### src/verilog/gcf_pkg.sv
// Package for the global configuration and floppy resource register bank.
// Assumes an 8-bit register port with one-cycle strobes on one clock.
package gcf_pkg;
  // Register offsets
  localparam logic [7:0] OFF_PIN_SEL = 8'h2A;
  localparam logic [7:0] OFF_FLOW = 8'h2B;
  localparam logic [7:0] OFF_MUX = 8'h2C;
  localparam logic [7:0] OFF_DEBOUNCE = 8'h2D;
  localparam logic [7:0] OFF_TEST_A = 8'h2E;
  localparam logic [7:0] OFF_TEST_B = 8'h2F;
  localparam logic [7:0] OFF_ACTIVATE = 8'h30;
  localparam logic [7:0] OFF_BASE_HI = 8'h60;
  localparam logic [7:0] OFF_BASE_LO = 8'h61;
  localparam logic [7:0] OFF_IRQ = 8'h70;
  localparam logic [7:0] OFF_DMA = 8'h74;
  // Reset values
  localparam logic [7:0] RST_PIN_SEL = 8'h00;
  localparam logic [7:0] RST_FLOW = 8'h00;
  localparam logic [7:0] RST_MUX = 8'h02;
  localparam logic [7:0] RST_DEBOUNCE = 8'h00;
  localparam logic [7:0] RST_TEST = 8'h00;
  localparam logic [7:0] RST_ACTIVATE = 8'h01;
  localparam logic [7:0] RST_BASE_HI = 8'h03;
  localparam logic [7:0] RST_BASE_LO = 8'hF0;
  localparam logic [7:0] RST_IRQ = 8'h06;
  localparam logic [7:0] RST_DMA = 8'h02;
  // Writable masks; reserved bits read zero
  localparam logic [7:0] MSK_PIN_SEL = 8'h0E;
  localparam logic [7:0] MSK_MUX = 8'hC7;
  localparam logic [7:0] MSK_DEBOUNCE = 8'h77;
  localparam logic [7:0] MSK_ACTIVATE = 8'h01;
  localparam logic [7:0] MSK_IRQ = 8'h0F;
  localparam logic [7:0] MSK_DMA = 8'h07;
  // Field positions
  localparam int POS_SDA_BYPASS = 3;
  localparam int POS_SCL_BYPASS = 2;
  localparam int POS_I2C_SEL = 1;
  localparam int POS_FLOW_EN = 4;
  localparam int POS_GRP2_PP = 7;
  localparam int POS_GRP1_PP = 6;
  localparam int POS_THERMAL = 2;
  localparam int POS_DEB_OFF = 4;
  localparam int NUM_UART = 4;
  localparam int NUM_LINE = 3;

  typedef enum logic [1:0] {
    GRP_TRI_LOW = 2'h0,
    GRP_INFRARED = 2'h1,
    GRP_ALL_GPIO = 2'h2,
    GRP_UART_B = 2'h3
  } gcf_group_mode_e;

  typedef struct packed {
    logic wr;
    logic rd;
    logic [7:0] addr;
    logic [7:0] wdata;
  } gcf_bus_s;

  typedef struct packed {
    logic [11:0] ioBase;
    logic [3:0] irq;
    logic [1:0] dmaChannel;
    logic dmaActive;
    logic active;
  } gcf_floppy_s;
endpackage

### src/verilog/gcf_config_bank.sv
// Configuration register bank: serial pin select, RS485 flow control,
// GPIO group mux, debounce/trigger and floppy resources.
// Assumes synchronous UART transmit-busy levels and asynchronous pins.
`timescale 1ns/1ns
// Contract
// - Data-line filter bit 3 zero filters serial data; one bypasses.
// - Clock-line filter bit 2 zero filters serial clock; one bypasses.
// - Select bit 1 zero gives lines 25/26; one gives two-wire data/clock.
// - Bits 7..4 enable RS485 autoflow for UARTs A, C, D, E.
// - Polarity bits 3..0 act only while matching enable bit set.
// - Set polarity bit inverts that UART's send-request pin behaviour.
// - Group-one register bit 7: second GPIO group open-drain 0, push-pull 1.
// - Bit 6: first GPIO group open-drain when 0, push-pull when 1.
// - Bit 2 enables thermal shutdown when one.
// - Two-bit select: tri/low, infrared, all GPIO, all UART B.
// - Bits 6..4 zero enable debouncer of lines 27, 26, 25.
// - Bits 2..0 select edge (0) or level (1) trigger for 27..25.
// - Activate bit 0 makes floppy controller active, default one.
// - Base registers set floppy I/O base 100h-FF8h, 8-byte aligned.
// - Interrupt register low four bits pick floppy IRQ, default 6.
module gcf_config_bank
  import gcf_pkg::*;
(
  // Clock and reset
  input wire logic clk,
  input wire logic resetn,
  input wire logic clkEn,
  // Register port
  input wire logic [7:0] regAddr,
  input wire logic [7:0] regWdata,
  input wire logic regWr,
  input wire logic regRd,
  output logic [7:0] regRdata,
  // Two-wire raw pins (asynchronous)
  input wire logic serialDataPin,
  input wire logic serialClockPin,
  // Two-wire pin routing
  output logic serialDataIn,
  output logic serialClockIn,
  output logic sharedPinsTwoWire,
  // UART transmit activity, one bit per UART A, C, D, E
  input wire logic [NUM_UART-1:0] uartTxBusy,
  input wire logic [NUM_UART-1:0] uartModemSendRequestN,
  output logic [NUM_UART-1:0] uartSendRequestN,
  // GPIO group control
  output logic gpioGroupOnePushPull,
  output logic gpioGroupTwoPushPull,
  output logic thermalShutdownOn,
  output logic [1:0] groupPinMode,
  output logic infraredSelected,
  output logic uartBSelected,
  output logic [NUM_LINE-1:0] debounceOn,
  output logic [NUM_LINE-1:0] levelTrigger,
  // Floppy resources
  output gcf_floppy_s floppyRes
);
  logic [7:0] pinSel_r;
  logic [7:0] flow_r;
  logic [7:0] mux_r;
  logic [7:0] deb_r;
  logic [7:0] testA_r;
  logic [7:0] testB_r;
  logic [7:0] act_r;
  logic [7:0] baseHi_r;
  logic [7:0] baseLo_r;
  logic [7:0] irq_r;
  logic [7:0] dma_r;
  logic [1:0] dataSync_r;
  logic [1:0] clkSync_r;
  logic [2:0] dataHist_r;
  logic [2:0] clkHist_r;
  logic dataFilt_r;
  logic clkFilt_r;
  logic [7:0] rdata_nxt;
  gcf_bus_s bus;

  assign bus = '{wr: regWr, rd: regRd, addr: regAddr, wdata: regWdata};

  // Register writes; reserved bits kept at zero by masks
  always_ff @(posedge clk or negedge resetn) begin
    if (!resetn) begin
      pinSel_r <= RST_PIN_SEL;
      flow_r <= RST_FLOW;
      mux_r <= RST_MUX;
      deb_r <= RST_DEBOUNCE;
      testA_r <= RST_TEST;
      testB_r <= RST_TEST;
      act_r <= RST_ACTIVATE;
      baseHi_r <= RST_BASE_HI;
      baseLo_r <= RST_BASE_LO;
      irq_r <= RST_IRQ;
      dma_r <= RST_DMA;
    end else if (clkEn && bus.wr) begin
      case (bus.addr)
        OFF_PIN_SEL: pinSel_r <= bus.wdata & MSK_PIN_SEL;
        OFF_FLOW: flow_r <= bus.wdata;
        OFF_MUX: mux_r <= bus.wdata & MSK_MUX;
        OFF_DEBOUNCE: deb_r <= bus.wdata & MSK_DEBOUNCE;
        // Stored only; no function hangs on them
        OFF_TEST_A: testA_r <= bus.wdata;
        OFF_TEST_B: testB_r <= bus.wdata;
        OFF_ACTIVATE: act_r <= bus.wdata & MSK_ACTIVATE;
        OFF_BASE_HI: baseHi_r <= bus.wdata;
        OFF_BASE_LO: baseLo_r <= bus.wdata;
        OFF_IRQ: irq_r <= bus.wdata & MSK_IRQ;
        OFF_DMA: dma_r <= bus.wdata & MSK_DMA;
        default: ;
      endcase
    end
  end

  // Read mux; unmapped addresses read zero
  always_comb begin
    case (bus.addr)
      OFF_PIN_SEL: rdata_nxt = pinSel_r;
      OFF_FLOW: rdata_nxt = flow_r;
      OFF_MUX: rdata_nxt = mux_r;
      OFF_DEBOUNCE: rdata_nxt = deb_r;
      OFF_TEST_A: rdata_nxt = testA_r;
      OFF_TEST_B: rdata_nxt = testB_r;
      OFF_ACTIVATE: rdata_nxt = act_r;
      OFF_BASE_HI: rdata_nxt = baseHi_r;
      OFF_BASE_LO: rdata_nxt = baseLo_r;
      OFF_IRQ: rdata_nxt = irq_r;
      OFF_DMA: rdata_nxt = dma_r;
      default: rdata_nxt = 8'h00;
    endcase
  end

  // Read data stand one cycle only
  always_ff @(posedge clk or negedge resetn) begin
    if (!resetn) begin
      regRdata <= 8'h00;
    end else if (clkEn) begin
      regRdata <= bus.rd ? rdata_nxt : 8'h00;
    end
  end

  // Pin synchronisers and three-sample agreement glitch filter
  always_ff @(posedge clk or negedge resetn) begin
    if (!resetn) begin
      dataSync_r <= 2'h3;
      clkSync_r <= 2'h3;
      dataHist_r <= 3'h7;
      clkHist_r <= 3'h7;
      dataFilt_r <= 1'b1;
      clkFilt_r <= 1'b1;
    end else if (clkEn) begin
      dataSync_r <= {dataSync_r[0], serialDataPin};
      clkSync_r <= {clkSync_r[0], serialClockPin};
      dataHist_r <= {dataHist_r[1:0], dataSync_r[1]};
      clkHist_r <= {clkHist_r[1:0], clkSync_r[1]};
      // Level only changes once three samples agree
      if (dataHist_r == 3'h7) begin
        dataFilt_r <= 1'b1;
      end else if (dataHist_r == 3'h0) begin
        dataFilt_r <= 1'b0;
      end
      if (clkHist_r == 3'h7) begin
        clkFilt_r <= 1'b1;
      end else if (clkHist_r == 3'h0) begin
        clkFilt_r <= 1'b0;
      end
    end
  end

  // Two-wire input routing
  always_ff @(posedge clk or negedge resetn) begin
    if (!resetn) begin
      serialDataIn <= 1'b1;
      serialClockIn <= 1'b1;
      sharedPinsTwoWire <= 1'b0;
    end else if (clkEn) begin
      serialDataIn <= pinSel_r[POS_SDA_BYPASS] ? dataSync_r[1] : dataFilt_r;
      serialClockIn <= pinSel_r[POS_SCL_BYPASS] ? clkSync_r[1] : clkFilt_r;
      sharedPinsTwoWire <= pinSel_r[POS_I2C_SEL];
    end
  end

  // RS485 send-request per UART: bit order A, C, D, E maps to index 3..0
  genvar u;
  generate
    for (u = 0; u < NUM_UART; u++) begin : g_uart
      logic flowOn;
      logic invert;
      assign flowOn = flow_r[POS_FLOW_EN + u];
      assign invert = flowOn & flow_r[u];
      always_ff @(posedge clk or negedge resetn) begin
        if (!resetn) begin
          uartSendRequestN[u] <= 1'b1;
        end else if (clkEn) begin
          if (flowOn) begin
            // Active low while shifting, flipped when inverted
            uartSendRequestN[u] <= ~uartTxBusy[u] ^ invert;
          end else begin
            uartSendRequestN[u] <= uartModemSendRequestN[u];
          end
        end
      end
    end
  endgenerate

  // GPIO group controls
  always_ff @(posedge clk or negedge resetn) begin
    if (!resetn) begin
      gpioGroupTwoPushPull <= 1'b0;
      gpioGroupOnePushPull <= 1'b0;
      thermalShutdownOn <= 1'b0;
      groupPinMode <= GRP_ALL_GPIO;
      infraredSelected <= 1'b0;
      uartBSelected <= 1'b0;
      debounceOn <= '1;
      levelTrigger <= '0;
    end else if (clkEn) begin
      gpioGroupTwoPushPull <= mux_r[POS_GRP2_PP];
      gpioGroupOnePushPull <= mux_r[POS_GRP1_PP];
      thermalShutdownOn <= mux_r[POS_THERMAL];
      groupPinMode <= mux_r[1:0];
      infraredSelected <= (mux_r[1:0] == GRP_INFRARED);
      uartBSelected <= (mux_r[1:0] == GRP_UART_B);
      // Index 2..0 is line 27..25
      debounceOn <= ~deb_r[POS_DEB_OFF +: NUM_LINE];
      levelTrigger <= deb_r[NUM_LINE-1:0];
    end
  end

  // Floppy resources; base low three bits forced to zero for alignment
  always_ff @(posedge clk or negedge resetn) begin
    if (!resetn) begin
      floppyRes <= '{ioBase: 12'h3F0, irq: 4'h6, dmaChannel: 2'h2, dmaActive: 1'b1,
                     active: 1'b1};
    end else if (clkEn) begin
      floppyRes.active <= act_r[0];
      floppyRes.ioBase <= {baseHi_r[3:0], baseLo_r[7:3], 3'h0};
      floppyRes.irq <= irq_r[3:0];
      floppyRes.dmaChannel <= dma_r[1:0];
      floppyRes.dmaActive <= ~dma_r[2];
    end
  end
endmodule

### config.mk
export PLATFORM = sky130hd
export DESIGN_NAME = gcf_config_bank
export DESIGN_NICKNAME = d
export VERILOG_FILES = /design/src/verilog/gcf_pkg.sv /design/src/verilog/gcf_config_bank.sv
export SDC_FILE = /design/constraint.sdc
export NUM_CORES = 1
export LEC_CHECK = 0
export CORE_UTILIZATION = 35
export DETAILED_ROUTE_END_ITERATION = 7
export DONT_BUFFER_PORTS = 1
export SYNTH_ARGS = -nofsm -noshare
export SYNTH_HDL_FRONTEND = slang
export SYNTH_SLANG_ARGS = --single-unit
export TNS_END_PERCENT = 10
### constraint.sdc
create_clock -name clk -period 2.1 [get_ports clk]
set_clock_uncertainty 0.2 [all_clocks]
set_input_delay 0 -clock clk [delete_from_list [all_inputs] [get_ports clk]]
set_output_delay 0 -clock clk [all_outputs]
set_load 0.02 [all_outputs]
==> results of run 1 <==
[per-stage QoR]
stage               setup WS (ps)  instances  total power, uW
floorplan                     326        395             2840
global placement              168        561             2840
detailed placement            116        561             2860
CTS                          24.7        631             5950
global route                 7.46        631             6100
finish                       96.1        631             5880
[repair_timing]
item / 4_1_cts / 5_1_grt
resized for setup: 0 / 4
endpoints found under the hold margin: 238 / 160
endpoints found under the setup margin: 0 / 23
[synth_stat cells (5+ instances only)]
master and number:
clkbuf_1 11, mux2_4 5, nor2b_1 5, o21ai_0 8, mux2i_1 23, nand2_1 14, mux2_2 93, a31oi_1 6
o2bb2ai_1 9, nor2_1 18, dfstp_2 44, buf_2 6, a21oi_1 11, dfrtp_1 75
[state kept, by name (all words and copies together), names as in the netlist, 4 cells and up]
register and count:
mux_r 5, baseHi_r 8, irq_r 4, floppyRes 17, testA_r 8, testB_r 8
deb_r 6, flow_r 8, uartSendRequestN 4, baseLo_r 8, regRdata 8
[worst max-delay path, delay by kind of cell]
kind | cells | cell delay, ps
buffers and inverters | 2 | 1240
AO/OA/AOI/OAI | 3 | 570
AND/OR/NAND/NOR | 2 | 290
[power groups by stage]
| stage | Clock [uW] | Combinational [uW] | Sequential [uW] |
|---|---|---|---|
| floorplan | 0 | 236 | 2610 |
| global placement | 0 | 212 | 2630 |
| detailed placement | 0 | 222 | 2640 |
| CTS | 3010 | 333 | 2600 |
| global route | 3110 | 363 | 2620 |
| finish | 2950 | 333 | 2600 |
[cell families after synthesis]
| family | count (synthesis) | synth area share, % |
|---|---|---|
| other cells | 1 | 0.0702 |
| simple gates | 67 | 7.08 |
| compound gates | 50 | 6.42 |
| flops | 119 | 56.8 |
| buf+inv | 28 | 2.39 |
| mux | 124 | 26.6 |
| xor+xnor | 4 | 0.656 |
[cell type report]
class | instances | area, um^2
fill | 1333 | 8150
sequential | 119 | 3030
multi-input combinational | 248 | 2200
timing repair buffer | 45 | 470
clock buffer | 17 | 425
tap | 184 | 230
clock inverter | 15 | 180
inverter | 3 | 11.3
[path summary, 6_finish.rpt]
kind                                    startpoint                     endpoint  slack [ps]  cells past startpoint
min reg2reg                   dma_r[2]$_DFFE_PN0P_     floppyRes[1]$_DFFE_PN1P_         260                      1
max in group asynchronous                   resetn      baseLo_r[6]$_DFFE_PN1P_        2400                      0
min in group clk                        regAddr[2]      regRdata[0]$_DFFE_PN0P_        -410                      2
min                                         resetn  levelTrigger[1]$_DFFE_PN0P_        -920                      0
max                                     regAddr[3]      regRdata[0]$_DFFE_PN0P_         100                      7
max reg2reg                pinSel_r[2]$_DFFE_PN0P_      regRdata[2]$_DFFE_PN0P_         230                      6
[per-layer routing]
layer | global-route usage [%] | share of wire (%) | up-vias
li1 | - | - | 1531
met1 | 23.8 | 44 | 1738
met2 | 27.5 | 49 | 83
met3 | 5.69 | 6.2 | 21
met4 | 6.10 | 1.6 | 0
met5 | 0 | 0 | -
==> flow_summary_export.csv, run 1 <==
group,metric,value,unit
placed_design,port_buffers,0,
final_layout,fin_util,44.5,%
power,switching_power,1350,uW
route,wirelength,13100,um
route,wire_per_inst,20.7,um
power,comb_power_share,5.7,%
worst_setup_path,cp.required,2200,ps
floorplan,num_io_pins,79,
yosys,synth-main-ff-cell,"dfrtp_1",
worst_setup_path,critPathLaunchType,"input port",
global_routing,grt_pass1_wl,21000,um
final_layout,layout.cells.most_common,"mux2_2",
yosys,synth_top_area_share,35.1,%
global_routing,grt_overflow,0,
power,power_switching_share,23.0,%
timing,whs,-918,ps
route,via_count,3373,
clocking,clock_sinks,119,
timing,worstMarginPinSlew,509,ps
floorplan,die_w,126,um
route,drc,7,
clocking,clkSlewWorstSetupHoldPaths,60,ps
timing,min_period,2000,ps
worst_setup_path,slowest_delay,660,ps
worst_setup_path,cp_max_fo,6,
job,maxCapViolations,0,
floorplan,fp.dieH,126,um
final_layout,area_growth,22.6,%
route,vias_per_cell,5.35,
power,power_frac_seq,44.2,%
clocking,numCtsBuffers,17,
yosys,yosys_register_bits,119,
clocking,postCtsHoldBufs,38,
clocking,postCtsSetupRepairBufs,0,
floorplan,initial_core_util,36.3,%
power,power_density,898,nW/um^2
global_routing,grt_max_degree,120,
run_status,violations,"design-rule violations, negative hold slack",
final_layout,fin_area,6550,um^2
floorplan,rows,44,
timing,tns,0,ps
placed_design,gp_congestion,0.873,
yosys,ys_seq_area_share,56.8,%
yosys,synth_edf_count,0,
yosys,synth-async-reset-ratio,100,%
worst_setup_path,critPathSlowestCell,"dlygate4sd3_1",
yosys,synth.avg_cell_area,13.6,um^2
timing,fmax,499,MHz
worst_hold_path,hold_class,"in2async",
run_status,run_status,"complete, but fails checks",
power,internal_power,4530,uW
power,ir_drop,0.000509,V
clocking,insertion_delay,420,ps
route,detail-route-antenna-nets,0,
clocking,cts_root_buffer,"clkbuf_16",
clocking,cts_buffer_depth,2,
placed_design,postPlaceCellArea,5510,um^2
yosys,yosys.area.top_type,"dfrtp_1",
power,leakagePower,0.00290,uW
worst_setup_path,crit_type,"in2reg",
timing,slew_headroom,65.2,%
global_routing,grt_pass1_vias,3594,
yosys,synthesis.area,5340,um^2
timing,finalSetupViolCount,0,
final_layout,layout.nets,465,
yosys,ys_warn_count,0,
yosys,yosys-top-cells-area,"dfrtp_1, dfstp_2, mux2_2",
placed_design,dpl.hpwl,8580,um
timing,timing.final.hold_violations,163,
route,dr.pass1.iters,6,
worst_setup_path,cp.arrival,2100,ps
timing,rsz0062_at_grt,"no",
worst_setup_path,crit_top_cell,"dlygate4sd3_1",
global_routing,antenna_found_initial,0,
floorplan,core,14700,um^2
final_layout,drive_gt1_share,43.6,%
yosys,yosysUniqueCellTypes,46,
worst_setup_path,crit_chain,"dlygate4sd3_1 > nor2_1 > dlygate4sd3_1 > and3_1 > a32o_1 > a221oi_1 > o2bb2ai_1",
clocking,h-tree-depth,4,
worst_setup_path,worstSetupEndpointType,"register",
global_routing,grt_usage,17.9,%
power,p_clk_share,50.1,%
clocking,cts_tree,"done",
final_layout,antenna_cells,0,
timing,min_period_over_period,95.4,%
final_layout,final_cell_mix,"mux2_2, dfrtp_1, dfstp_2, dlygate4sd3_1, mux2i_1",
yosys,postSynthCellCount,393,
route,drt_iter0_drc,202,
timing,drv_slew,0,
floorplan,die-area,15800,um^2
No activity file was read; power rests on OpenSTA's default activity.
==> inputs of run 2 (changes only) <==
--- a/config.mk
+++ b/config.mk
@@ -6,8 +6,10 @@
 export NUM_CORES = 1
 export LEC_CHECK = 0
 export CORE_UTILIZATION = 35
+export CTS_BUF_LIST = sky130_fd_sc_hd__clkbuf_2 sky130_fd_sc_hd__clkbuf_4 sky130_fd_sc_hd__clkbuf_8
 export DETAILED_ROUTE_END_ITERATION = 7
 export DONT_BUFFER_PORTS = 1
+export SLEW_MARGIN = 40
 export SYNTH_ARGS = -nofsm -noshare
 export SYNTH_HDL_FRONTEND = slang
 export SYNTH_SLANG_ARGS = --single-unit
==> run 2 against run 1 <==
The run still ends with design-rule violations, negative hold slack left. Sequential cell count is the same. Count of clock-buffer cells in the layout is the same. Hold slack lost 25 ps. Setup slack gained 32 ps. Critical path type unchanged. Critical endpoint is now flow_r[7]$_DFFE_PN0P_.
==> flow_summary_export.csv, run 2 (synthesis results as in run 1) <==
group,metric,value,unit
run_status,run_status,"complete, but fails checks",
run_status,violations,"design-rule violations, negative hold slack",
timing,timing.final.hold_violations,166,
clocking,clkSlewWorstSetupHoldPaths,70,ps
power,ir_drop,0.000334,V
floorplan,fp.dieH,126,um
route,drt_iter0_drc,244,
global_routing,grt_usage,17.7,%
clocking,clock_sinks,119,
job,maxCapViolations,0,
final_layout,final_cell_mix,"mux2_2, dfrtp_1, dfstp_2, dlygate4sd3_1, mux2i_1",
timing,setup_ws,128,ps
placed_design,dpl.hpwl,8580,um
global_routing,grt_overflow,0,
final_layout,drive_gt1_share,44.3,%
worst_setup_path,cp.arrival,2090,ps
floorplan,die_w,126,um
floorplan,core,14700,um^2
final_layout,fin_area,6320,um^2
clocking,cts_tree,"done",
power,leakagePower,0.00278,uW
floorplan,num_io_pins,79,
timing,fmax,507,MHz
timing,whs,-943,ps
final_layout,area_growth,18.4,%
global_routing,grt_pass1_wl,20800,um
power,switching_power,1250,uW
worst_setup_path,critPathLaunchType,"input port",
final_layout,fin_util,43.0,%
timing,drv_slew,0,
timing,rsz0062_at_grt,"no",
route,wire_per_inst,20.9,um
worst_setup_path,crit_type,"in2reg",
floorplan,die-area,15800,um^2
placed_design,gp_congestion,0.873,
route,vias_per_cell,5.38,
clocking,insertion_delay,440,ps
timing,min_period_over_period,93.9,%
timing,finalSetupViolCount,0,
worst_setup_path,cp.required,2220,ps
power,power_density,804,nW/um^2
route,via_count,3383,
global_routing,grt_pass1_vias,3599,
route,drc,7,
global_routing,antenna_found_initial,0,
placed_design,postPlaceCellArea,5510,um^2
timing,min_period,1970,ps
route,detail-route-antenna-nets,0,
final_layout,layout.cells.most_common,"mux2_2",
worst_setup_path,worstSetupEndpointType,"register",
clocking,cts_root_buffer,"clkbuf_8",
clocking,postCtsHoldBufs,36,
power,comb_power_share,6.4,%
global_routing,grt_max_degree,120,
floorplan,initial_core_util,36.3,%
power,power_switching_share,24.7,%
clocking,cts_buffer_depth,2,
power,p_clk_share,42.5,%
route,dr.pass1.iters,6,
clocking,numCtsBuffers,17,
final_layout,antenna_cells,0,
final_layout,largest_register_ff_count,17,
worst_setup_path,cp_max_fo,29,
timing,slew_headroom,62.8,%
route,wirelength,13100,um
power,internal_power,3830,uW
placed_design,pre_cts_ws,116,ps
clocking,h-tree-depth,4,
timing,worstMarginPinSlew,544,ps
worst_hold_path,hold_class,"in2async",
power,power_frac_seq,51.1,%
final_layout,top_register,"floppyRes",
placed_design,port_buffers,0,
final_layout,layout.nets,463,
timing,tns,0,ps
floorplan,rows,44,
==> run 2: area by class of cell <==
type                       count  area [um^2]
timing repair buffer          43          429
tap                          184          230
inverter                       3         11.3
clock inverter                15          180
sequential                   119         3030
fill                        1375         8380
multi-input combinational    248         2200
clock buffer                  17          234
==> run 2: final timing paths <==
kind / slack, ps / cells after the start / end / startpoint
max: 130 / 6 / flow_r[7]$_DFFE_PN0P_ / clkEn
min: -940 / 0 / levelTrigger[1]$_DFFE_PN0P_ / resetn
max reg2reg: 230 / 6 / regRdata[2]$_DFFE_PN0P_ / pinSel_r[2]$_DFFE_PN0P_
min reg2reg: 260 / 1 / floppyRes[1]$_DFFE_PN1P_ / dma_r[2]$_DFFE_PN0P_
max in group asynchronous: 2340 / 0 / floppyRes[5]$_DFFE_PN1P_ / resetn
min in group clk: -420 / 2 / regRdata[0]$_DFFE_PN0P_ / regAddr[2]
==> run 2: worst max-delay path, stage by stage <==
cell and delay [ps]:
dlygate4sd3_1 630, clkbuf_16 270, and2_1 200, buf_4 190, and2_1 410, mux2_2 390
==> run 2: timing repair <==
action / 4_1_cts / 5_1_grt
endpoints found under the setup margin: 0 / 26
gates resized for setup: 0 / 6
endpoints found under the hold margin: 238 / 165
setup buffers: 0 / 0
==> run 2: layer usage <==
layer | vias to the layer above | GRT usage, % | routed length, um
met5 | - | 0 | 0
met3 | 18 | 6.03 | 901
met2 | 104 | 26.8 | 6200
li1 | 1528 | - | -
met4 | 0 | 6.53 | 243
met1 | 1733 | 23.3 | 5790
==> run 2: power by group through the flow <==
stage	Clock (uW)	Sequential, uW	Combinational [uW]
finish	2160	2600	326
global route	2320	2620	356
CTS	2210	2600	323
detailed placement	0	2640	222
global placement	0	2630	212
floorplan	0	2610	236
==> run 2: stage by stage <==
step           total power [uW]  std cells
2_1_floorplan              2840        395
3_3_place_gp               2840        561
3_5_place_dp               2860        561
4_1_cts                    5140        629
5_1_grt                    5290        629
6_report                   5080        629
